**src/design/i2c_host_pkg.sv**
```systemverilog
// Constants and types shared by the two-wire host controller
package i2c_host_pkg;

  // Bus timing derived from the system clock
  localparam int unsigned SYS_CLK_HZ    = 100_000_000;
  localparam int unsigned CLK_PERIOD_NS = 10;
  localparam int unsigned SCL_STD_HZ    = 100_000;
  localparam int unsigned SCL_FAST_HZ   = 400_000;
  // A quarter bit period is a least time, so it rounds up
  localparam int unsigned QTR_STD_CYC   =
    (SYS_CLK_HZ + 4 * SCL_STD_HZ - 1) / (4 * SCL_STD_HZ);
  localparam int unsigned QTR_FAST_CYC  =
    (SYS_CLK_HZ + 4 * SCL_FAST_HZ - 1) / (4 * SCL_FAST_HZ);
  localparam logic [7:0]  QTR_STD       = 8'(QTR_STD_CYC);
  localparam logic [7:0]  QTR_FAST      = 8'(QTR_FAST_CYC);

  // Input spikes shorter than this are suppressed
  localparam int unsigned GLITCH_NS     = 50;
  localparam int unsigned GLITCH_CYC    =
    (GLITCH_NS + CLK_PERIOD_NS - 1) / CLK_PERIOD_NS;

  // Slave address layout, direction codes and ack bit index
  localparam logic [3:0]  SLAVE_ADDR_HI = 4'h9;
  localparam logic        RW_WRITE      = 1'b0;
  localparam logic        RW_READ       = 1'b1;
  localparam logic [3:0]  ACK_BIT_IDX   = 4'h8;

  // Reset values
  localparam logic [7:0]  BYTE_RST      = 8'h00;
  localparam logic [15:0] COUNT_RST     = 16'h0000;
  localparam logic [7:0]  TMR_RST       = 8'h00;
  localparam logic        LINE_IDLE     = 1'b1;

  typedef struct packed {
    logic        rnw;
    logic [2:0]  strap;
    logic [15:0] reg_addr;
    logic [15:0] count;
  } xfer_req_t;

  typedef enum {
    ST_IDLE,
    ST_START,
    ST_BIT,
    ST_WAIT,
    ST_STOP
  } ctrl_state_t;

  typedef enum {
    PH_SADDR_W,
    PH_ADDR_HI,
    PH_ADDR_LO,
    PH_WDATA,
    PH_SADDR_R,
    PH_RDATA
  } byte_phase_t;

endpackage : i2c_host_pkg

```
**src/design/line_filter.sv**
```systemverilog
// Two-flop synchroniser plus spike suppressor for one bus line
`timescale 1ns/1ps
module line_filter
  import i2c_host_pkg::*;
#(
  parameter int unsigned FILT_CYC = GLITCH_CYC
) (
  input  wire logic i_sys_clk,
  input  wire logic i_srst,
  input  wire logic i_line,
  output logic      o_level
);

  logic       meta_ff;
  logic       sync_ff;
  logic       level_ff;
  logic [7:0] cnt_ff;

  always_ff @(posedge i_sys_clk) begin
    if (i_srst) begin
      meta_ff <= LINE_IDLE;
      sync_ff <= LINE_IDLE;
    end else begin
      meta_ff <= i_line;
      sync_ff <= meta_ff;
    end
  end

  // A new level must persist for the whole window before it is taken
  always_ff @(posedge i_sys_clk) begin
    if (i_srst) begin
      level_ff <= LINE_IDLE;
      cnt_ff   <= TMR_RST;
    end else if (sync_ff == level_ff) begin
      cnt_ff <= TMR_RST;
    end else if (cnt_ff == 8'(FILT_CYC - 1)) begin
      level_ff <= sync_ff;
      cnt_ff   <= TMR_RST;
    end else begin
      cnt_ff <= cnt_ff + 8'h01;
    end
  end

  assign o_level = level_ff;

endmodule : line_filter

```
**src/design/i2c_host_ctrl.sv**
```systemverilog
// Two-wire bus master that reads and writes the device's registers
`timescale 1ns/1ps
// Notes on behaviour
// - Data changes only while clock is low; stable while high.
// - Data falling while clock high marks a start.
// - Data rising while clock high marks a stop.
// - Each byte is eight bits, MSB first, then one ack bit.
// - Receiver acknowledges by pulling data low on ninth pulse.
// - Receiver refuses by leaving data high on ninth pulse.
// - First byte is 7-bit address then direction, 0 write 1 read.
// - Write sends 16-bit register address, upper byte first.
// - Read is address write, repeated start, read address, data.
// - Master refuses the last read byte; device then goes idle.
// - After the last write byte is acknowledged the master stops.
module i2c_host_ctrl
  import i2c_host_pkg::*;
#(
  parameter int unsigned FILT_CYC = GLITCH_CYC
) (
  input  wire logic       i_sys_clk,
  input  wire logic       i_srst,
  input  wire logic       i_req_valid,
  input  wire xfer_req_t  i_req,
  input  wire logic       i_fast_mode,
  input  wire logic       i_wr_valid,
  input  wire logic [7:0] i_wr_data,
  input  wire logic       i_scl_in,
  input  wire logic       i_sda_in,
  output logic            o_scl_out,
  output logic            o_scl_oe,
  output logic            o_sda_out,
  output logic            o_sda_oe,
  output logic            o_req_ready,
  output logic            o_done,
  output logic            o_nack,
  output logic            o_wr_pop,
  output logic            o_rd_valid,
  output logic [7:0]      o_rd_data
);

  ctrl_state_t state_ff;
  byte_phase_t phase_ff;
  xfer_req_t   req_ff;
  logic [1:0]  q_ff;
  logic [3:0]  bit_ff;
  logic [7:0]  tx_ff;
  logic [7:0]  rx_ff;
  logic [7:0]  tmr_ff;
  logic [15:0] remain_ff;
  logic        scl_oe_ff;
  logic        sda_oe_ff;
  logic        pull_ff;
  logic        ack_ff;
  logic        nack_ff;
  logic        done_ff;
  logic        ready_ff;
  logic        pop_ff;
  logic        rd_valid_ff;
  logic [7:0]  rd_data_ff;

  logic        scl_f;
  logic        sda_f;
  logic        hold_clk;
  logic        qend;
  logic        byte_end;
  logic        rd_phase;
  logic [3:0]  bit_pos;

  line_filter #(
    .FILT_CYC (FILT_CYC)
  ) u_scl_filt (
    .i_sys_clk (i_sys_clk),
    .i_srst    (i_srst),
    .i_line    (i_scl_in),
    .o_level   (scl_f)
  );

  line_filter #(
    .FILT_CYC (FILT_CYC)
  ) u_sda_filt (
    .i_sys_clk (i_sys_clk),
    .i_srst    (i_srst),
    .i_line    (i_sda_in),
    .o_level   (sda_f)
  );

  // A released clock is not timed until it is seen high on the wire
  assign hold_clk = !scl_oe_ff && !scl_f;
  assign qend     = (tmr_ff == TMR_RST) && !hold_clk &&
                    (state_ff inside {ST_START, ST_BIT, ST_STOP});
  assign byte_end = qend && (state_ff == ST_BIT) && (q_ff == 2'd3) &&
                    (bit_ff == ACK_BIT_IDX);
  assign rd_phase = (phase_ff == PH_RDATA);
  assign bit_pos  = 4'd7 - bit_ff;

  // Quarter-bit timer; reloaded while idle or stalled for data
  always_ff @(posedge i_sys_clk) begin
    if (i_srst) begin
      tmr_ff <= TMR_RST;
    end else if (state_ff == ST_IDLE) begin
      tmr_ff <= (i_fast_mode ? QTR_FAST : QTR_STD) - 8'h01;
    end else if (state_ff == ST_WAIT || qend) begin
      tmr_ff <= i_fast_mode ?
                QTR_FAST - 8'h01 : QTR_STD - 8'h01;
    end else if (!hold_clk && tmr_ff != TMR_RST) begin
      tmr_ff <= tmr_ff - 8'h01;
    end
  end

  // Read data shifts in MSB first, sampled mid clock-high
  always_ff @(posedge i_sys_clk) begin
    if (i_srst) begin
      rx_ff <= BYTE_RST;
    end else if (qend && state_ff == ST_BIT && q_ff == 2'd2 &&
                 bit_ff != ACK_BIT_IDX) begin
      rx_ff <= {rx_ff[6:0], sda_f};
    end
  end

  // Pins are open drain: the level driven is always low
  always_ff @(posedge i_sys_clk) begin
    pull_ff <= 1'b0;
  end

  always_ff @(posedge i_sys_clk) begin
    if (i_srst) begin
      state_ff    <= ST_IDLE;
      phase_ff    <= PH_SADDR_W;
      req_ff      <= '0;
      q_ff        <= 2'd0;
      bit_ff      <= 4'd0;
      tx_ff       <= BYTE_RST;
      remain_ff   <= COUNT_RST;
      scl_oe_ff   <= 1'b0;
      sda_oe_ff   <= 1'b0;
      ack_ff      <= 1'b0;
      nack_ff     <= 1'b0;
      done_ff     <= 1'b0;
      ready_ff    <= 1'b1;
      pop_ff      <= 1'b0;
      rd_valid_ff <= 1'b0;
      rd_data_ff  <= BYTE_RST;
    end else begin
      done_ff     <= 1'b0;
      pop_ff      <= 1'b0;
      rd_valid_ff <= 1'b0;
      unique case (state_ff)
        ST_IDLE: begin
          if (i_req_valid) begin
            req_ff    <= i_req;
            remain_ff <= i_req.count;
            tx_ff     <= {SLAVE_ADDR_HI, i_req.strap, RW_WRITE};
            phase_ff  <= PH_SADDR_W;
            nack_ff   <= 1'b0;
            ready_ff  <= 1'b0;
            q_ff      <= 2'd0;
            state_ff  <= ST_START;
          end
        end
        // Also serves as repeated start, entered with the clock low
        ST_START: begin
          if (qend) begin
            q_ff <= q_ff + 2'd1;
            unique case (q_ff)
              2'd0: sda_oe_ff <= 1'b0;
              2'd1: scl_oe_ff <= 1'b0;
              2'd2: sda_oe_ff <= 1'b1;
              2'd3: begin
                scl_oe_ff <= 1'b1;
                bit_ff    <= 4'd0;
                state_ff  <= ST_BIT;
              end
            endcase
          end
        end
        ST_BIT: begin
          if (qend) begin
            q_ff <= q_ff + 2'd1;
            unique case (q_ff)
              2'd0: begin
                // Data moves only in the low half of the bit
                if (bit_ff == ACK_BIT_IDX) begin
                  sda_oe_ff <= rd_phase && (remain_ff != 16'h0001);
                end else begin
                  sda_oe_ff <= !rd_phase && !tx_ff[bit_pos[2:0]];
                end
              end
              2'd1: scl_oe_ff <= 1'b0;
              2'd2: begin
                if (bit_ff == ACK_BIT_IDX) begin
                  ack_ff <= sda_f;
                end
              end
              2'd3: begin
                scl_oe_ff <= 1'b1;
                if (bit_ff != ACK_BIT_IDX) begin
                  bit_ff <= bit_ff + 4'd1;
                end else begin
                  bit_ff <= 4'd0;
                  if (!rd_phase && ack_ff) begin
                    // Refused byte: give up the transfer
                    nack_ff  <= 1'b1;
                    state_ff <= ST_STOP;
                  end else begin
                    unique case (phase_ff)
                      PH_SADDR_W: begin
                        phase_ff <= PH_ADDR_HI;
                        tx_ff    <= req_ff.reg_addr[15:8];
                      end
                      PH_ADDR_HI: begin
                        phase_ff <= PH_ADDR_LO;
                        tx_ff    <= req_ff.reg_addr[7:0];
                      end
                      PH_ADDR_LO: begin
                        if (req_ff.rnw && req_ff.count != COUNT_RST) begin
                          phase_ff <= PH_SADDR_R;
                          tx_ff    <= {SLAVE_ADDR_HI, req_ff.strap,
                                       RW_READ};
                          state_ff <= ST_START;
                        end else if (remain_ff == COUNT_RST) begin
                          state_ff <= ST_STOP;
                        end else begin
                          phase_ff <= PH_WDATA;
                          state_ff <= ST_WAIT;
                        end
                      end
                      PH_WDATA: begin
                        remain_ff <= remain_ff - 16'h0001;
                        if (remain_ff == 16'h0001) begin
                          state_ff <= ST_STOP;
                        end else begin
                          state_ff <= ST_WAIT;
                        end
                      end
                      PH_SADDR_R: begin
                        phase_ff <= PH_RDATA;
                      end
                      PH_RDATA: begin
                        rd_valid_ff <= 1'b1;
                        rd_data_ff  <= rx_ff;
                        remain_ff   <= remain_ff - 16'h0001;
                        if (remain_ff == 16'h0001) begin
                          state_ff <= ST_STOP;
                        end
                      end
                    endcase
                  end
                end
              end
            endcase
          end
        end
        // Clock is held low until the user supplies the next byte
        ST_WAIT: begin
          if (i_wr_valid) begin
            tx_ff    <= i_wr_data;
            pop_ff   <= 1'b1;
            q_ff     <= 2'd0;
            bit_ff   <= 4'd0;
            state_ff <= ST_BIT;
          end
        end
        ST_STOP: begin
          if (qend) begin
            q_ff <= q_ff + 2'd1;
            unique case (q_ff)
              2'd0: sda_oe_ff <= 1'b1;
              2'd1: scl_oe_ff <= 1'b0;
              2'd2: sda_oe_ff <= 1'b0;
              2'd3: begin
                done_ff  <= 1'b1;
                ready_ff <= 1'b1;
                state_ff <= ST_IDLE;
              end
            endcase
          end
        end
      endcase
    end
  end

  assign o_scl_out   = pull_ff;
  assign o_sda_out   = pull_ff;
  assign o_scl_oe    = scl_oe_ff;
  assign o_sda_oe    = sda_oe_ff;
  assign o_req_ready = ready_ff;
  assign o_done      = done_ff;
  assign o_nack      = nack_ff;
  assign o_wr_pop    = pop_ff;
  assign o_rd_valid  = rd_valid_ff;
  assign o_rd_data   = rd_data_ff;
endmodule : i2c_host_ctrl

```
**config.mk**
```make
export PLATFORM = sky130hd
export DESIGN_NAME = i2c_host_ctrl
export DESIGN_NICKNAME = d
export VERILOG_FILES = /design/src/design/i2c_host_pkg.sv /design/src/design/line_filter.sv /design/src/design/i2c_host_ctrl.sv
export SDC_FILE = /design/constraint.sdc
export NUM_CORES = 1
export LEC_CHECK = 0
export ABC_CLOCK_PERIOD_IN_PS = 3200
export BUFFER_PORTS_ARGS = -buffer_cell sky130_fd_sc_hd__buf_4
export CAP_MARGIN = 10
export CELL_PAD_IN_SITES_DETAIL_PLACEMENT = 1
export CELL_PAD_IN_SITES_GLOBAL_PLACEMENT = 1
export CORE_MARGIN = 4
export CORE_UTILIZATION = 44
export DETAILED_ROUTE_END_ITERATION = 8
export PLACE_DENSITY_LB_ADDON = 0.1
export RECOVER_POWER = 100
export SYNTH_ARGS = -nofsm -noshare
export SYNTH_HDL_FRONTEND = slang
export SYNTH_SLANG_ARGS = --single-unit
```
**constraint.sdc**
```tcl
create_clock -name i_sys_clk -period 3.2 [get_ports i_sys_clk]
set_clock_uncertainty 0.1 [all_clocks]
set_input_delay 0.16 -clock i_sys_clk [delete_from_list [all_inputs] [get_ports i_sys_clk]]
set_output_delay 0.16 -clock i_sys_clk [all_outputs]
set_load 0.05 [all_outputs]
```
==> impl_metrics.json <==
{
  "syn_inst": 764,
  "port_buffers": 65,
  "synth_flop_cell": "dfxtp_1",
  "dr_wl_met3_um": 616,
  "cp-end-kind": "register",
  "synth_cell_types": 73,
  "slowest_stage": "or4_1",
  "async_flop_share_pct": 0,
  "postSynthAreaPerCell_sq_um": 8.20,
  "drt_iter0_markers": 314,
  "drive_gt1_share_pct": 14.1,
  "r2r_slack_ns": 0.21,
  "wl_per_cell_um": 17.6,
  "grt_overflow": 0,
  "post-cts-setup-buffer-count": 0,
  "critPathLaunchType": "register",
  "grt_pass1_vias": 6240,
  "critical_path_cell_count": 5,
  "power_density_mw_per_mm2": 798,
  "tns_ns": 0,
  "drc_errors": 0,
  "cap_violations": 0,
  "nNetsFinal": 917,
  "antenna_found_initial": 0,
  "initial_core_util_pct": 44.9,
  "setup_viol": 0,
  "cpLargestDelayFamily": "simple AND/OR/NAND/NOR gates",
  "cts.sink_count": 126,
  "r2r_start": "remain_ff[8]",
  "synth_seq_cells": 126,
  "wl_met1_um": 8360,
  "power_w": 0.00622,
  "die-width_um": 127,
  "synth_area_sq_mm": 0.00626,
  "synth_top_area_share_pct": 40.3,
  "cts_tree": "yes",
  "grt_pass1_wl_um": 31200,
  "period_needed_ns": 2.99,
  "worst_r2r_path_depth": 5,
  "tightest_slew_ns": 0.827,
  "drt-pass1-iter-count": 5,
  "grt_start_max_net_pins": 72,
  "final_core_util_pct": 56.0,
  "cp-startpoint": "remain_ff[8]",
  "cp_num_buf_inv": 0,
  "synth-edff-count": 0,
  "rsz0062_at_grt": "false",
  "max_stage_delay_ns": 0.70,
  "htreeDepth": 4,
  "ios": 68,
  "fill_cells": 1633,
  "dieArea_sq_mm": 0.0162,
  "dr_wl_met2_um": 9200,
  "r2r_end": "state_ff[0]",
  "core_area_sq_mm": 0.0139,
  "yosys.area.top_type": "dfxtp_1",
  "layout.area.seq_sq_mm": 0.00252,
  "power.leakage_nw": 2.93,
  "postCtsResizedCells": 0,
  "place_hpwl_um": 12300,
  "synth.top_cells.by_area": "dfxtp_1, a21oi_1, nand2_1, nor2_1, mux2i_1",
  "clkLatencyLatePin_ns": 0.43,
  "peakVddDrop_mv": 0.472,
  "cp.arrival_ns": 3.22,
  "relSlewSlack_pct": 44.8,
  "fp.dieH_um": 127,
  "ys_warn_count": 0,
  "grt_use_total_pct": 23.5,
  "viasPerCell": 5.73,
  "top_layer": "met4",
  "multi_input_area_sq_mm": 0.00343,
  "rows": 43,
  "slew_viol_final": 0,
  "hp-class": "in -> reg",
  "finalCritPeriodShare_pct": 93.5,
  "yosysSeqAreaShare_pct": 40.3,
  "required_ns": 3.42,
  "cts_buffer_depth": 2,
  "cp_cell_sequence": "or4_1 > or4_4 > o311ai_0 > o21ai_0 > and4_1",
  "crit_path_max_fanout": 9,
  "final-hold-violation-count": 0,
  "root_buffer": "clkbuf_16",
  "vias": 5982,
  "worstSetupEndpoint": "state_ff[0]",
  "antenna_cells": 0,
  "cts_made_buffers": 17,
  "status": "completed",
  "wl_um": 18400,
  "path_class": "reg -> reg",
  "max_freq_mhz": 334,
  "path_clk_slew_ns": 0.06,
  "syn2layout_area_growth_pct": 24.6,
  "gp_congestion": 0.848,
  "detail-route-antenna-nets": 0
}
## Yosys cell counts, types with 9 or more instances
master / number
and3_1: 10
ha_1: 14
nor2_1: 60
inv_1: 24
nor3_1: 17
nand3_1: 22
clkbuf_1: 42
nand2b_1: 15
xor2_1: 14
mux2i_1: 19
o21ai_0: 24
nand2_1: 104
a21oi_1: 89
dfxtp_1: 126
or4_1: 9
## worst reg2reg max path, cell delays in order (launching register included)
cell	delay, ns
dfxtp_1	0.36
or4_1	0.70
or4_4	0.64
o311ai_0	0.68
o21ai_0	0.21
and4_1	0.21
## worst min-delay path by stage
| stage | startpoint | end | slack (ns) | cells after the start |
|---|---|---|---|---|
| floorplan | i_scl_in | u_scl_filt.meta_ff | 0.16 | 1 |
| global placement | i_sda_in | u_sda_filt.meta_ff | 0.25 | 2 |
| detailed placement | i_sda_in | u_sda_filt.meta_ff | 0.25 | 2 |
| CTS | i_wr_data[7] | tx_ff[7] | 0.05 | 3 |
| global route | i_wr_data[4] | tx_ff[4] | 0.08 | 3 |
| finish | i_wr_data[7] | tx_ff[7] | 0.09 | 3 |
## where the power goes
| group | switching, W | internal (W) | leakage (nW) |
|---|---|---|---|
| registers | 0.000281 | 0.00188 | 1.03 |
| logic | 0.00129 | 0.000822 | 1.62 |
| clock network | 0.000793 | 0.00116 | 0.283 |
| total | 0.00237 | 0.00386 | 2.93 |
## cells in the final DEF (no fill, tap or decap), drive strengths merged, types with 7 or more instances in the layout
master / count
or2: 9
o21ai: 24
nand2: 104
inv: 30
dlygate4sd3: 43
nor4: 8
buf: 58
nor3: 17
a21oi: 89
nor2: 60
and3: 10
or3: 11
mux2i: 19
nor2b: 7
a311oi: 7
clkbuf: 38
nand3: 23
ha: 14
dfxtp: 126
xor2: 14
or4: 11
o31ai: 7
nand2b: 15
## cells by family (layout without fill, tap and decap cells)
group / after synthesis / in the layout / share of synthesized area (%)
and+or+nand+nor: 306 / 306 / 24.4
AOI/OAI and AO/OA: 198 / 198 / 20.9
DFF: 126 / 126 / 40.3
buffers and inverters: 78 / 177 / 4.93
muxes: 22 / 22 / 3.94
xor gates and xnor gates: 19 / 19 / 2.66
adders and majority gates: 14 / 14 / 2.80
other: 1 / 2 / 0.0599
## registers in the layout (all words and copies together) (netlist names), 2 cells and up
| name | flops |
|---|---|
| tmr_ff | 8 |
| u_sda_filt.cnt_ff | 8 |
| u_scl_filt.cnt_ff | 8 |
| req_ff | 36 |
| remain_ff | 16 |
| phase_ff | 3 |
| o_rd_data | 8 |
| state_ff | 3 |
| tx_ff | 8 |
| rx_ff | 8 |
| bit_ff | 4 |
| q_ff | 2 |
## final cells by class
cell class	count	area share, %
inverter	24	1.15
clock buffer	17	5.45
multi-input combinational	561	43.9
clock inverter	14	2.02
sequential	126	32.3
tap	180	2.89
timing repair buffer	122	12.2
## metrics by stage
step	worst slack (ns)	hold slack [ns]	cells	instance area (sq um)
2_1_floorplan	0.848	0.164	765	6270
3_5_place_dp	0.348	0.249	970	6880
5_1_grt	0.0564	0.0794	1044	7800
6_report	0.208	0.0851	1044	7800
4_1_cts	0.286	0.0526	1044	7890
3_3_place_gp	0.495	0.252	970	6880
## layer usage
metal	up-vias	track usage [%]
li1	2888	-
met1	2974	29.6
met2	101	40.6
met3	19	5.27
met4	0	6.18
met5	-	0
## repair_timing
action                                  4_1_cts  5_1_grt
endpoints found under the hold margin        51        0
hold buffers                                 43        0
endpoints found under the setup margin        0        0
No activity file was read; power rests on OpenSTA's default activity.
